==> src/pllcc_pkg.sv <==
// constants and carrier types for the modulator clock control block
package pllcc_pkg;
    localparam int unsigned ADDR_W = 10;
    localparam int unsigned DATA_W = 8;
    localparam int unsigned CODE_W = 6;
    // register offsets
    localparam logic [9:0] OFS_PLL_ENABLE_CTRL = 10'h009;
    localparam logic [9:0] OFS_PLL_FACTOR_LOCK_CTRL = 10'h00a;
    localparam logic [9:0] OFS_REFERENCE_CTRL = 10'h018;
    localparam logic [9:0] OFS_RATE_CONVERTER_CTRL = 10'h101;
    // field positions
    localparam int unsigned POS_LOOP_ENABLE = 2;
    localparam int unsigned POS_AUTOBAND = 6;
    localparam int unsigned POS_LOCKED = 7;
    localparam int unsigned POS_VREF_OFF = 6;
    // reset values
    localparam logic [7:0] RST_PLL_ENABLE_CTRL = 8'h00;
    localparam logic [5:0] RST_FACTOR_CODE = 6'h00;
    localparam logic [7:0] RST_REFERENCE_CTRL = 8'h00;
    localparam logic [5:0] RST_RATE_CONVERTER = 6'h00;
    // factor decode bounds
    localparam logic [5:0] FACTOR_MIN = 6'h08;
    localparam logic [5:0] FACTOR_MAX = 6'h2a;
    // clock relations: modulator is oscillator / 2, bandwidth is mod / 64
    localparam int unsigned MOD_DIV = 2;
    localparam int unsigned BW_DIV = 64;
    localparam int unsigned BW_CYCLES = MOD_DIV * BW_DIV;
    localparam logic [6:0] BW_CNT_LAST = 7'(BW_CYCLES - 1);

    typedef struct packed {
        logic loop_en;
        logic mod_src_pll;
        logic autoband_en;
        logic vref_int_en;
        logic [5:0] factor_n;
        logic [5:0] rate_setting;
    } pllcc_cfg_t;
endpackage

==> src/pllcc_factor_decode.sv <==
// multiplier code to supported factor decode
`timescale 1ns/1ns
module pllcc_factor_decode
    import pllcc_pkg::*;
(
    input wire logic [5:0] code,
    output logic [5:0] factor_n
);
    // largest supported factor not above the code, clamped 8..42
    wire logic [5:0] n_mid;
    assign n_mid = (code >= 6'h22) ? 6'h22 : (code >= 6'h20) ? 6'h20 :
                   (code >= 6'h1e) ? 6'h1e : (code >= 6'h1c) ? 6'h1c :
                   (code >= 6'h19) ? 6'h19 : (code >= 6'h18) ? 6'h18 :
                   (code >= 6'h15) ? 6'h15 : (code >= 6'h14) ? 6'h14 :
                   (code >= 6'h12) ? 6'h12 : (code >= 6'h11) ? 6'h11 :
                   (code >= 6'h10) ? 6'h10 : (code >= 6'h0f) ? 6'h0f :
                   (code >= 6'h0e) ? 6'h0e : (code >= 6'h0c) ? 6'h0c :
                   (code >= 6'h0a) ? 6'h0a : (code >= 6'h09) ? 6'h09 :
                   FACTOR_MIN;
    assign factor_n = (code >= FACTOR_MAX) ? FACTOR_MAX : n_mid;
endmodule

==> src/pllcc_top.sv <==
// modulator clock source control: registers, lock, divider, sequencing
`timescale 1ns/1ns
// Rules this block is built around
// decode 6-bit code to factor: 0..8 give 8, 42 up give 42
// oscillator runs at reference times decoded factor when in use
// modulator clock is oscillator divided by two, even duty
// host writes factor code before setting the enable bit
// locked state shows in bit 7 of factor/lock register
// host clears and resets enable after changing the code
// host writes 4 to the enable register to start the loop
// host order: clock, factor, enable, autoband, converter reset
// host finally writes desired converter setting
// after reset run direct clocking, loop bypassed
// internal reference on by default, off when bit 6 set
// bandwidth equals modulator clock divided by 64
// reference must lie within 30 to 160 MHz in multiplier mode; not checked here
// modulator clock must stay within 5 percent of nominal; not checked here
// bit 6 enables autoband; toggling restarts band detection
// lock bit reads zero while disabled or unlocked
module pllcc_top
    import pllcc_pkg::*;
(
    input wire logic sys_clk,
    input wire logic rst_b,
    input wire logic [9:0] reg_addr,
    input wire logic [7:0] reg_wdata,
    input wire logic reg_wr,
    input wire logic reg_rd,
    output logic [7:0] reg_rdata_ff,
    input wire logic lock_raw,
    output pllcc_cfg_t cfg_ff,
    output logic mod_clk_ff,
    output logic bw_tick_ff,
    output logic autoband_start_ff,
    output logic rate_reset_ff
);
    logic [7:0] enable_reg_ff;
    logic [5:0] code_ff;
    logic autoband_ff;
    logic [7:0] ref_reg_ff;
    logic [5:0] rate_ff;
    logic lock_s1_ff;
    logic lock_s2_ff;
    logic locked_ff;
    logic [6:0] bw_cnt_ff;
    logic [5:0] factor_dec;

    // address decode
    wire logic hit_en;
    wire logic hit_fl;
    wire logic hit_ref;
    wire logic hit_rate;
    wire logic wr_en;
    wire logic wr_fl;
    wire logic wr_ref;
    wire logic wr_rate;
    assign hit_en = (reg_addr == OFS_PLL_ENABLE_CTRL);
    assign hit_fl = (reg_addr == OFS_PLL_FACTOR_LOCK_CTRL);
    assign hit_ref = (reg_addr == OFS_REFERENCE_CTRL);
    assign hit_rate = (reg_addr == OFS_RATE_CONVERTER_CTRL);
    assign wr_en = reg_wr && hit_en;
    assign wr_fl = reg_wr && hit_fl;
    assign wr_ref = reg_wr && hit_ref;
    assign wr_rate = reg_wr && hit_rate;

    // next values
    wire logic [7:0] nxt_enable_reg;
    wire logic nxt_autoband;
    wire logic loop_en;
    wire logic nxt_locked;
    wire logic [7:0] fl_view;
    wire logic [7:0] nxt_reg_rdata;
    wire logic bw_wrap;
    assign nxt_enable_reg = wr_en ? reg_wdata : enable_reg_ff;
    assign loop_en = enable_reg_ff[POS_LOOP_ENABLE];
    assign nxt_autoband = wr_fl ? reg_wdata[POS_AUTOBAND] : autoband_ff;
    // lock drops with the enable write itself, not a cycle later
    assign nxt_locked = nxt_enable_reg[POS_LOOP_ENABLE] && lock_s2_ff;
    assign fl_view = {locked_ff, autoband_ff, code_ff};
    assign nxt_reg_rdata = !reg_rd ? 8'h00 :
                           hit_en ? enable_reg_ff :
                           hit_fl ? fl_view :
                           hit_ref ? ref_reg_ff :
                           hit_rate ? {2'b00, rate_ff} : 8'h00;
    assign bw_wrap = (bw_cnt_ff == BW_CNT_LAST);

    pllcc_factor_decode u_decode (
        .code(code_ff),
        .factor_n(factor_dec)
    );

    // lock comes from the analog loop, so it is synchronised first
    always_ff @(posedge sys_clk or negedge rst_b) begin
        if (!rst_b) begin
            lock_s1_ff <= 1'b0;
            lock_s2_ff <= 1'b0;
        end else begin
            lock_s1_ff <= lock_raw;
            lock_s2_ff <= lock_s1_ff;
        end
    end

    always_ff @(posedge sys_clk or negedge rst_b) begin
        if (!rst_b) begin
            enable_reg_ff <= RST_PLL_ENABLE_CTRL;
            code_ff <= RST_FACTOR_CODE;
            autoband_ff <= 1'b0;
            ref_reg_ff <= RST_REFERENCE_CTRL;
            rate_ff <= RST_RATE_CONVERTER;
            locked_ff <= 1'b0;
        end else begin
            enable_reg_ff <= nxt_enable_reg;
            code_ff <= wr_fl ? reg_wdata[5:0] : code_ff;
            autoband_ff <= nxt_autoband;
            ref_reg_ff <= wr_ref ? reg_wdata : ref_reg_ff;
            rate_ff <= wr_rate ? reg_wdata[5:0] : rate_ff;
            locked_ff <= nxt_locked;
        end
    end

    // readback and event pulses
    always_ff @(posedge sys_clk or negedge rst_b) begin
        if (!rst_b) begin
            reg_rdata_ff <= 8'h00;
            autoband_start_ff <= 1'b0;
            rate_reset_ff <= 1'b0;
        end else begin
            reg_rdata_ff <= nxt_reg_rdata;
            autoband_start_ff <= nxt_autoband && !autoband_ff;
            rate_reset_ff <= wr_rate && (reg_wdata[5:0] == 6'h00);
        end
    end

    // configuration toward the analog side
    always_ff @(posedge sys_clk or negedge rst_b) begin
        if (!rst_b) begin
            cfg_ff <= '0;
        end else begin
            cfg_ff.loop_en <= loop_en;
            // stay on the direct clock until the loop reports lock
            cfg_ff.mod_src_pll <= loop_en && locked_ff;
            cfg_ff.autoband_en <= autoband_ff;
            cfg_ff.vref_int_en <= !ref_reg_ff[POS_VREF_OFF];
            cfg_ff.factor_n <= factor_dec;
            cfg_ff.rate_setting <= rate_ff;
        end
    end

    // sys_clk stands in for the oscillator here; real divider is analog
    always_ff @(posedge sys_clk or negedge rst_b) begin
        if (!rst_b) begin
            mod_clk_ff <= 1'b0;
            bw_cnt_ff <= 7'h00;
            bw_tick_ff <= 1'b0;
        end else begin
            mod_clk_ff <= !mod_clk_ff;
            bw_cnt_ff <= bw_wrap ? 7'h00 : bw_cnt_ff + 7'h01;
            bw_tick_ff <= bw_wrap;
        end
    end
endmodule

==> config.mk <==
export PLATFORM = sky130hd
export DESIGN_NAME = pllcc_top
export DESIGN_NICKNAME = d
export VERILOG_FILES = /design/src/pllcc_pkg.sv /design/src/pllcc_factor_decode.sv /design/src/pllcc_top.sv
export SDC_FILE = /design/constraint.sdc
export NUM_CORES = 1
export LEC_CHECK = 0
export BUFFER_PORTS_ARGS = -buffer_cell sky130_fd_sc_hd__buf_2
export CORE_ASPECT_RATIO = 1.75
export CORE_MARGIN = 2
export CORE_UTILIZATION = 48
export CTS_BUF_LIST = sky130_fd_sc_hd__clkbuf_8
export DETAILED_ROUTE_END_ITERATION = 6
export GPL_ROUTABILITY_DRIVEN = 0
export GPL_TIMING_DRIVEN = 1
export PLACE_DENSITY_LB_ADDON = 0.2
export SETUP_SLACK_MARGIN = 0.2
export SLEW_MARGIN = 0
export SYNTH_ARGS = -nofsm -noshare
export SYNTH_HDL_FRONTEND = slang
export SYNTH_SLANG_ARGS = --single-unit
==> constraint.sdc <==
create_clock -name sys_clk -period 1.7 [get_ports sys_clk]
set_input_delay 0.17 -clock sys_clk [delete_from_list [all_inputs] [get_ports sys_clk]]
set_output_delay 0.17 -clock sys_clk [all_outputs]
set_load 0.02 [all_outputs]
* Word-level counts from Yosys, hierarchy flattened *
Cells that the tools add are included.
W data, S select, Z words.

storage, ports and cells
  flip-flop bits (word level) = 67
  input bits = 23
  output and inout port bits = 28
  logic and storage cells = 81

cells by class
  add/sub/neg operators = 1
  equality and inequality tests = 5
  magnitude comparators = 17
  reductions and logical operators = 12
  muxes and demuxes = 25

operator list
  cell                   number
  $mux W6                17
  $ge A6 B5 Y1 const B   9
  $mux W8                4
  $ge A6 B4 Y1 const B   5
  $eq A10 B4 Y1 const B  2
  $ge A6 B6 Y1 const B   3
  $eq A10 B5 Y1 const B  1
  $eq A10 B9 Y1 const B  1
  $logic_and A1 B1 Y1    8
  $add A7 B1 Y7 const B  1
  $eq A7 B7 Y1 const B   1
  $mux W7                1
  $logic_not A6 Y1       1
  $logic_not A1 Y1       3
  $mux W3                1
  $mux W1                2

* Depth between registers and ports, before layout *
Gate-level depths: netlist of the first run.

  word-level depth = 18
  depth in mapped cells = 7
  mapped depth without buffers = 5

* Cells and area by module *
A second synthesis of the first run with hierarchy kept.

unflattened totals
  cell total of the unflattened synthesis = 213
  area, all modules = 2837.7 µm²

modules (own cells, without submodules)
  module               seq. area each (µm²)  times used  area each (µm²)  cells an instance
  pllcc_top            1676.6                1           2696.3           191
  pllcc_factor_decode  0.0                   1           141.4            22

* Worst setup path before layout of the first run *
OpenSTA, ideal clock, no wires.

  kind = input port to flip-flop
  start = input reg_addr[0]
  end = register rate_ff[0]
  stages = 7
  library setup time = 0.125 ns
  data required time = 1.575 ns
  path slack = -0.219 ns
  buffers on the path = 3
  arrival time = 1.794 ns
  path through = buf_4 -> or3b_1 -> or2_1 -> buf_2 -> or3_1 -> buf_6 -> mux2_4

between the ends
  cells in the longest elaborated chain, start to end = 2

RTL lines
  what                  RTL line          RTL
  start, declared       pllcc_top.sv:25   input wire logic [9:0] reg_addr,
  $eq A10 B9 Y1         pllcc_top.sv:60   assign hit_rate = (reg_addr == OFS_RATE_CONVERTER_CTRL);
  $logic_and A1 B1 Y1   pllcc_top.sv:64   assign wr_rate = reg_wr && hit_rate;
  end signal, assigned  pllcc_top.sv:116  rate_ff <= wr_rate ? reg_wdata[5:0] : rate_ff;
  end, declared         pllcc_top.sv:41   logic [5:0] rate_ff;

No other way between the ends.
A chain may end at the register's enable or synchronous reset.

* Worst setup path after layout of the first run *
  start = input reg_addr[9]
  end = register locked_ff

between the ends
  cells in the longest elaborated chain, start to end = 4

RTL lines
  what                   RTL line          RTL
  $eq A10 B4 Y1          pllcc_top.sv:57   assign hit_en = (reg_addr == OFS_PLL_ENABLE_CTRL);
  $logic_and A1 B1 Y1    pllcc_top.sv:61   assign wr_en = reg_wr && hit_en;
  $mux W3                pllcc_top.sv:74   assign nxt_enable_reg = wr_en ? reg_wdata : enable_reg_ff;
  via nxt_enable_reg[2]  pllcc_top.sv:67   wire logic [7:0] nxt_enable_reg;
  $logic_and A1 B1 Y1    pllcc_top.sv:78   assign nxt_locked = nxt_enable_reg[POS_LOOP_ENABLE] && lock_s2_ff;
  via nxt_locked         pllcc_top.sv:70   wire logic nxt_locked;
  end signal, assigned   pllcc_top.sv:117  locked_ff <= nxt_locked;
  end, declared          pllcc_top.sv:44   logic locked_ff;

The timed path passes the listed nets, and every way through them passes these cells.

==> metrics.yaml, run 1 <==
detailed_routing:
  totalWireLength_mm: 5.95
  wire_per_inst_um: 15.7
  drc: 0
  avgViaCountPerCell: 5.17
  dr_total_vias: 1959
  ant_nets: 0
  drt-initial-drc-count: 99
  detail_route.first_pass.iterations: 6
synthesis:
  synthAdderAreaFrac_pct: 0.441
  yosysMostFrequentCell: "dfrtp_1"
  synth-simple-area-share_pct: 14.3
  synth_edf_count: 0
  muxShareOfSynthArea_pct: 12.4
  synth_cells: 226
  synth-xor-area-share_pct: 1.85
  syn_area_um2: 2840
  synth.largest_area_cell: "dfrtp_1"
  synth_top_family_by_area: "simple AND/OR/NAND/NOR gates"
  synthTopCellsByArea: "dfrtp_1 59%, mux2_2 8.7%, mux2_4 3.7%"
  synth_top_area_share_pct: 59.1
  synth.yosys.seq_area_share_pct: 59.1
  synth_cell_types: 41
  ys_warn_count: 0
  ys_async_sr_fraction_pct: 100
  ys_seq_elements: 67
  syn_nets: 250
  synth_common_cells: "67 x dfrtp_1, 22 x mux2_2, 13 x nor2_1"
  synthFlopType: "dfrtp_1"
  synth_compound_area_share_pct: 9.00
  postSynthAreaPerCell_um2: 12.5
hold_path:
  hp-start: "reg_wdata[7]"
  hold_depth: 2
  min_to: "enable_reg_ff[7]"
  min-delay-path-class: "primary input to flop"
sta:
  setup_viol: 0
  rsz0062_at_grt: "false"
  period_needed_ns: 1.50
  relSlewSlack_pct: 71.0
  setup_tns_ns: 0
  fin_ws_ns: 0.205
  fin_skew_ns: 0.00570
  holdWs_ns: 0.0779
  hold_viol: 0
  max_freq_mhz: 669
  worst_pin_slew_ns: 0.434
  slew_violations: 0
  min_period_over_period_pct: 87.9
layout:
  final_util_pct: 60.7
  areaGrowthSynthToFinish_pct: 23.9
  num_antenna_cells: 0
  stdcell_count: 379
  finalNetCount: 321
  drive_gt1_share_pct: 40.5
cts:
  clk_pin_slew_worst_paths_ns: 0.06
  cts_buffer_depth: 2
  clkSinkCount: 67
  worstSkewPairLatency_ns: 0.35
  htreeDepth: 3
  cts_tree: "yes"
  cts-root-buf: "clkbuf_8"
  cts_buffers: 9
critical_path:
  r2r_cells: 4
  r2r_setup_slack_ns: 0.40
  timing.rr.start: "code_ff[2]"
  end_kind: "flop"
  worstSetupStartpointType: "primary input"
  worstReg2RegEnd: "cfg_ff[6]"
  critPathKind: "primary input to flop"
  crit_required_ns: 1.94
  cp_max_fo: 3
  cp.arrival_ns: 1.74
global_route:
  track_usage_pct: 20.7
  grt_pass1_wl_mm: 9.54
  overflow: 0
  antenna_found_initial: 0
  grt_max_degree: 32
  grt_pass1_vias: 1908
placed_design:
  portBuffers: 50
  dp_cells: 362
  post-place-ws_ns: -0.282
  dp_hpwl_mm: 4.58
floorplanning:
  core-area_um2: 5790
  die_area_um2: 6560
  rows: 37
  io_pins: 51
  dieWidth_um: 62.1
  initial_core_util_pct: 49.0
  die_y_um: 106
power:
  p_per_area_nw_per_um2: 824
  p_leak_nw: 1.80
  peakVddDrop_uv: 522
flow_run:
  maxCapViolCount: 0
run_status:
  status: "finished, final reports clean"
==> logic make-up (layout without fill, tap and decap cells) <==
| logic type | Yosys count | count (layout) |
|---|---|---|
| xor gates and xnor gates | 6 | 6 |
| adders and majority gates | 1 | 1 |
| and+or+nand+nor | 69 | 69 |
| muxes | 29 | 29 |
| AOI/OAI and AO/OA | 38 | 38 |
| DFF | 67 | 67 |
| buffers and inverters | 16 | 91 |
==> area by class of cell <==
type	instances	area (um2)
Multi-Input combinational cell	143	1110
Clock inverter	5	22.5
Clock buffer	10	138
Fill cell	512	2270
Tap cell	78	97.6
Timing Repair Buffer	71	445
Sequential cell	67	1680
Inverter	5	18.8
==> worst max path at each step <==
stage / end / slack [ns] / startpoint / cells past startpoint
floorplan: rate_ff[0] / -0.16 / reg_addr[0] / 7
global placement: rate_ff[0] / -0.25 / reg_addr[3] / 4
detailed placement: rate_ff[1] / -0.28 / reg_addr[3] / 4
CTS: enable_reg_ff[6] / 0.22 / reg_addr[2] / 5
global route: enable_reg_ff[1] / 0.20 / reg_addr[9] / 5
finish: locked_ff / 0.20 / reg_addr[9] / 5
==> worst max-delay path: stages <==
cell	delay (ns)
buf_4	0.13
or4b_4	0.52
or4_4	0.47
mux2_4	0.32
and2_4	0.13
==> per-stage QoR <==
stage | instance area [um2] | total power, mW
detailed placement | 3290 | 1.84
global placement | 3290 | 1.84
global route | 3510 | 3.02
floorplan | 2860 | 1.72
CTS | 3490 | 2.94
finish | 3510 | 2.89
==> routing by layer <==
layer	track usage, %	wire, um	up-vias
li1	-	-	939
met1	23.8	2290	961
met2	33.1	3290	47
met3	6.38	198	12
met4	10.6	170	0
met5	0	0	-
==> placed cells by master (no fill, tap or decap), types with 8 or more instances in the layout <==
cell type  Yosys  layout
a22oi_1        8       8
a2bb2oi_1      8       8
buf_2          1      48
buf_4          1      17
clkbuf_8       0      10
dfrtp_1       67      67
mux2_2        22      22
nand2b_1      10      10
nand3_1        8       8
nor2_1        13      12
==> what timing repair did <==
action,in CTS,in global routing
cloned,0,0
endpoints found under the setup margin,22,19
setup buffers,0,0
gates resized for setup,6,5
hold buffers,2,0
hold endpoints to repair,18,0
pin swaps,2,1
==> state kept, by name, summed over array words and instances (netlist names) <==
| signal | cells |
|---|---|
| code_ff | 6 |
| locked_ff | 1 |
| mod_clk_ff | 1 |
| reg_rdata_ff | 8 |
| bw_cnt_ff | 7 |
| ref_reg_ff | 8 |
| autoband_ff | 1 |
| enable_reg_ff | 8 |
| cfg_ff | 16 |
| lock_s2_ff | 1 |
| autoband_start_ff | 1 |
| rate_reset_ff | 1 |
| bw_tick_ff | 1 |
| lock_s1_ff | 1 |
| rate_ff | 6 |
==> power breakdown <==
part,switching [mW],leakage [nW],internal [mW],total (mW)
registers,0.0129,0.900,1.61,1.63
clock network,0.533,0.0943,0.541,1.07
logic,0.108,0.803,0.0865,0.194
total,0.654,1.80,2.24,2.89
No activity file was read; power rests on OpenSTA's default activity.
==> run 2: changes to the inputs <==
- ABC_AREA: not set -> 1
- CTS_CLUSTER_DIAMETER: not set -> 60
- HOLD_SLACK_MARGIN: not set -> 0.15
==> metrics.yaml, run 2 <==
layout:
  num_antenna_cells: 0
  register_area_um2: 1680
  largest_reg_flops: 16
  n_fill_cell: 575
  final_cell_mix: "71 x nand2_1, 67 x dfrtp_1, 50 x buf_2"
  areaGrowthSynthToFinish_pct: 20.2
  drive_gt1_share_pct: 27.0
  layout_commonest_cell: "nand2_1"
  multi_input_area_um2: 1110
  top_register: "cfg_ff"
  finalNetCount: 408
detailed_routing:
  avgViaCountPerCell: 4.98
  dr_total_vias: 2334
  wire_per_inst_um: 13.7
  detail_route.first_pass.iterations: 5
  ant_nets: 0
  drt-initial-drc-count: 141
  totalWireLength_mm: 6.44
  drc: 0
critical_path:
  cp_max_fo: 6
  cp.arrival_ns: 1.57
  critical_path.top_delay_family: "simple AND/OR/NAND/NOR gates"
  critPathBufInv: 0
  crit_required_ns: 1.92
  slowest_delay_ns: 0.37
  r2r_setup_slack_ns: 0.35
  path_cells: "ha_1, nand3_1, nor3_1, and2_1, nor3_1"
  timing.rr.start: "bw_cnt_ff[0]"
  worstSetupStartpointType: "flop"
  end_kind: "flop"
  worstReg2RegEnd: "bw_cnt_ff[5]"
  cpMostUsedCell: "nor3_1"
  worst_path_max_delay_cell: "dfrtp_1"
  r2r_cells: 5
  critPathKind: "flop to flop"
floorplanning:
  dieWidth_um: 63.6
  initial_core_util_pct: 49.1
  core-area_um2: 6090
  die_y_um: 108
  io_pins: 51
  die_area_um2: 6890
  rows: 38
global_route:
  grt_max_degree: 68
  antenna_found_initial: 0
  track_usage_pct: 21.2
  overflow: 0
  grt_pass1_vias: 2246
  grt_pass1_wl_mm: 10.7
sta:
  hold_viol: 0
  relSlewSlack_pct: 68.4
  holdWs_ns: 0.189
  max_freq_mhz: 739
  period_needed_ns: 1.35
  slew_violations: 0
  rsz0062_at_grt: "false"
  worst_pin_slew_ns: 0.471
  min_period_over_period_pct: 79.6
  setup_viol: 0
  fin_skew_ns: 0.00591
  setup_tns_ns: 0
synthesis:
  synth_top_area_share_pct: 56.2
  synth.yosys.seq_area_share_pct: 56.2
  ys_warn_count: 0
  synth_cell_types: 34
  syn_nets: 343
  postSynthAreaPerCell_um2: 9.36
  synthTopCellsByArea: "dfrtp_1 56%, nand2_1 8.9%, nand3_1 5.4%"
  synth_edf_count: 0
  yosysMostFrequentCell: "nand2_1"
  synth_common_cells: "71 x nand2_1, 67 x dfrtp_1, 32 x inv_1, 32 x nand3_1, 28 x nor2_1"
  ys_seq_elements: 67
  syn_area_um2: 2990
  synth_cells: 319
  ys_async_sr_fraction_pct: 100
  synthFlopType: "dfrtp_1"
  synth.largest_area_cell: "dfrtp_1"
cts:
  htreeDepth: 3
  cts.repair.resized: 0
  cts_tree: "yes"
  clk_pin_slew_worst_paths_ns: 0.07
  cts_buffers: 9
  worstSkewPairLatency_ns: 0.34
  clkSinkCount: 67
  cts-root-buf: "clkbuf_8"
  cts_buffer_depth: 2
power:
  p_per_area_nw_per_um2: 859
  p_leak_nw: 2.01
  peakVddDrop_uv: 523
hold_path:
  hold_depth: 3
  hp-start: "reg_wr"
  min-delay-path-class: "primary input to flop"
  min_to: "ref_reg_ff[3]"
placed_design:
  dp_hpwl_mm: 4.74
  portBuffers: 50
flow_run:
  maxCapViolCount: 0
run_status:
  status: "finished, final reports clean"
[run 2: metrics by stage]
step | cells | setup WS (ns) | instance area [um2] | power, mW | util [%]
floorplan | 319 | 0.404 | 2990 | 1.74 | -
global placement | 443 | 0.399 | 3300 | 1.84 | 54.2
detailed placement | 443 | 0.350 | 3300 | 1.85 | 54.2
CTS | 469 | 0.334 | 3590 | 3.13 | 59.0
global route | 469 | 0.233 | 3590 | 3.22 | 59.0
finish | 469 | 0.347 | 3590 | 3.08 | 59.0
[run 2: worst max-delay path by stage]
| stage | slack, ns | start | to | cells after the start |
|---|---|---|---|---|
| 2_1_floorplan | 0.40 | bw_cnt_ff[0] | bw_cnt_ff[5] | 6 |
| 3_3_place_gp | 0.40 | reg_addr[0] | reg_rdata_ff[5] | 9 |
| 3_5_place_dp | 0.35 | bw_cnt_ff[0] | bw_cnt_ff[5] | 5 |
| 4_1_cts | 0.33 | bw_cnt_ff[0] | bw_cnt_ff[5] | 5 |
| 5_1_grt | 0.23 | code_ff[3] | cfg_ff[7] | 6 |
| 6_report | 0.35 | bw_cnt_ff[0] | bw_cnt_ff[5] | 5 |
[run 2: cell type report]
| class | instances | area share (%) |
|---|---|---|
| tap | 80 | 2.79 |
| sequential | 67 | 46.7 |
| timing repair buffer | 62 | 10.5 |
| clock inverter | 6 | 1.39 |
| clock buffer | 10 | 3.84 |
| inverter | 36 | 3.84 |
| multi-input combinational | 208 | 30.9 |
[run 2: worst reg2reg max path: cells and delay by family (launching register included)]
family | cells | cell delay, ns
flops | 1 | 0.37
fa+ha+maj | 1 | 0.18
simple gates | 4 | 0.68
[run 2: metal layers]
layer	GRT usage [%]	part of all wire, %	up-vias
met3	4.47	4.1	30
li1	-	-	1144
met4	18.2	6.0	0
met5	0	0	-
met1	22.4	37	1089
met2	35.5	53	71
[run 2: repair_timing]
item                                   CTS  global route
endpoints found under the hold margin   94             0
setup buffers                            0             0
hold buffers                            10             0
[run 2: cells by family after synthesis]
family	after synthesis	synth area share, %
adder cells (fa/ha/maj)	1	0.419
buffers and inverters	44	6.71
flip-flops	67	56.2
XOR/XNOR	2	0.587
AO/OA/AOI/OAI	36	7.50
AND/OR/NAND/NOR	169	28.6
[run 2: report_power, final]
| group | internal (mW) | switching [mW] | total, mW | leakage, nW |
|---|---|---|---|---|
| Combinational | 0.0676 | 0.131 | 0.199 | 1.03 |
| Sequential | 1.62 | 0.0145 | 1.63 | 0.870 |
| Clock | 0.694 | 0.557 | 1.25 | 0.111 |
| Total | 2.38 | 0.703 | 3.08 | 2.01 |
==> run 3: changes to the inputs <==
- ABC_AREA: 1 -> 0
- clock period: 1.7 -> 1.3 ns (I/O delays scaled with it)
==> metrics.yaml, run 3 (synthesis gave the netlist of run 1 again) <==
placed_design:
  dp_cells: 363
  post-place-ws_ns: -0.650
  dp_hpwl_mm: 4.60
  portBuffers: 50
floorplanning:
  die_area_um2: 6560
  die_y_um: 106
  rows: 37
  core-area_um2: 5790
  initial_core_util_pct: 49.0
  io_pins: 51
  dieWidth_um: 62.1
power:
  p_leak_nw: 1.93
  finalPower_mw: 4.27
  peakVddDrop_uv: 727
  p_per_area_nw_per_um2: 1100
layout:
  drive_gt1_share_pct: 48.4
  final_util_pct: 67.0
  num_antenna_cells: 0
  largest_reg_flops: 16
  areaGrowthSynthToFinish_pct: 36.8
  top_register: "cfg_ff"
  n_fill_cell: 447
  layout_commonest_cell: "dfrtp_1"
  stdcell_count: 398
  finalNetCount: 339
  final_cell_mix: "62 x dfrtp_1, 48 x buf_2, 22 x buf_4"
cts:
  cts_tree: "yes"
  htreeDepth: 3
  clkSinkCount: 67
  cts-root-buf: "clkbuf_8"
  cts_buffers: 9
  cts_buffer_depth: 2
  clk_pin_slew_worst_paths_ns: 0.07
  worstSkewPairLatency_ns: 0.34
sta:
  worst_pin_slew_ns: 0.373
  relSlewSlack_pct: 75.0
  fin_skew_ns: 0.00719
  max_freq_mhz: 679
  slew_violations: 0
  min_period_over_period_pct: 113
  setup_viol: 23
  period_needed_ns: 1.47
  fin_ws_ns: -0.172
  hold_viol: 0
  holdWs_ns: 0.107
  rsz0062_at_grt: "true"
run_status:
  violations: "setup timing"
  status: "finished, violations left"
global_route:
  grt_pass1_vias: 2082
  antenna_found_initial: 0
  overflow: 0
  grt_pass1_wl_mm: 10.3
  track_usage_pct: 21.9
  grt_max_degree: 34
detailed_routing:
  totalWireLength_mm: 6.52
  drc: 0
  dr_total_vias: 2076
  ant_nets: 0
  wire_per_inst_um: 16.4
  detail_route.first_pass.iterations: 4
  avgViaCountPerCell: 5.22
  drt-initial-drc-count: 84
critical_path:
  cp.arrival_ns: 1.71
  crit_required_ns: 1.53
  critPathKind: "primary input to flop"
  worstSetupStartpointType: "primary input"
  cp_max_fo: 4
  end_kind: "flop"
hold_path:
  min-delay-path-class: "primary input to flop"
flow_run:
  maxCapViolCount: 0
[run 3: changes by cell type in the layout (fill, tap and decap cells not counted), moves of 11 or more]
cell / before / now
mux2_2: 0 / 13
mux2_4: 0 / 16
nand2_2: 11 / 0
nand3_1: 32 / 7
nand2_1: 71 / 4
buf_4: 1 / 22
nor2_1: 28 / 12
inv_1: 36 / 5
[run 3: layout make-up]
type / count / area (um2) / share of cell area (%)
well taps: 78 / 97.6 / 2.52
repair buffers: 89 / 626 / 16.1
inverters: 5 / 18.8 / 0.484
clock buffers: 9 / 124 / 3.19
multi-input cells: 143 / 1240 / 31.9
clock inverters: 7 / 92.6 / 2.39
flip-flops and latches: 67 / 1680 / 43.4
[run 3: worst paths after layout]
check	from	to	slack, ns	depth (start not counted)
setup / recovery	reg_addr[1]	locked_ff	-0.17	5
hold / removal	reg_wdata[1]	rate_reset_ff	0.11	3
setup reg to reg	bw_cnt_ff[0]	bw_cnt_ff[1]	0.13	5
hold reg to reg	lock_s1_ff	lock_s2_ff	0.35	0
max in group asynchronous	rst_b	code_ff[3]	0.62	3
min in group asynchronous	rst_b	mod_clk_ff	0.20	2
[run 3: report_power, final]
group	switching [mW]	total, mW	leakage [nW]	internal, mW
Combinational	0.159	0.306	0.934	0.147
Clock	0.767	1.84	0.101	1.07
Sequential	0.0155	2.12	0.892	2.11
Total	0.941	4.27	1.93	3.32
[run 3: routing by layer]
metal | vias up | share of wire (%) | global-route usage, %
li1 | 979 | - | -
met3 | 16 | 4.0 | 5.03
met5 | - | 0 | 0
met2 | 64 | 54 | 35.6
met4 | 0 | 2.8 | 10.5
met1 | 1017 | 39 | 26.2
[run 3: worst max-delay path, stage by stage]
cell and delay [ns]:
buf_2 0.10, or3b_4 0.43, or4_4 0.57, mux2_4 0.33
and2_4 0.15
[run 3: through the flow]
stage | area [um2] | setup TNS [ns]
after floorplan | 2890 | -12.81
after detailed placement | 3340 | -16.88
after CTS | 3790 | -2.55
after global placement | 3340 | -16.71
final | 3880 | -2.80
after global routing | 3880 | -3.32
[run 3: what timing repair did]
action / CTS / global route
pin swaps: 5 / 3
hold buffers: 12 / 1
setup endpoints to repair: 40 / 47
resized for setup: 17 / 24
cloned: 0 / 0
endpoints found under the hold margin: 102 / 5
buffers inserted: 7 / 0
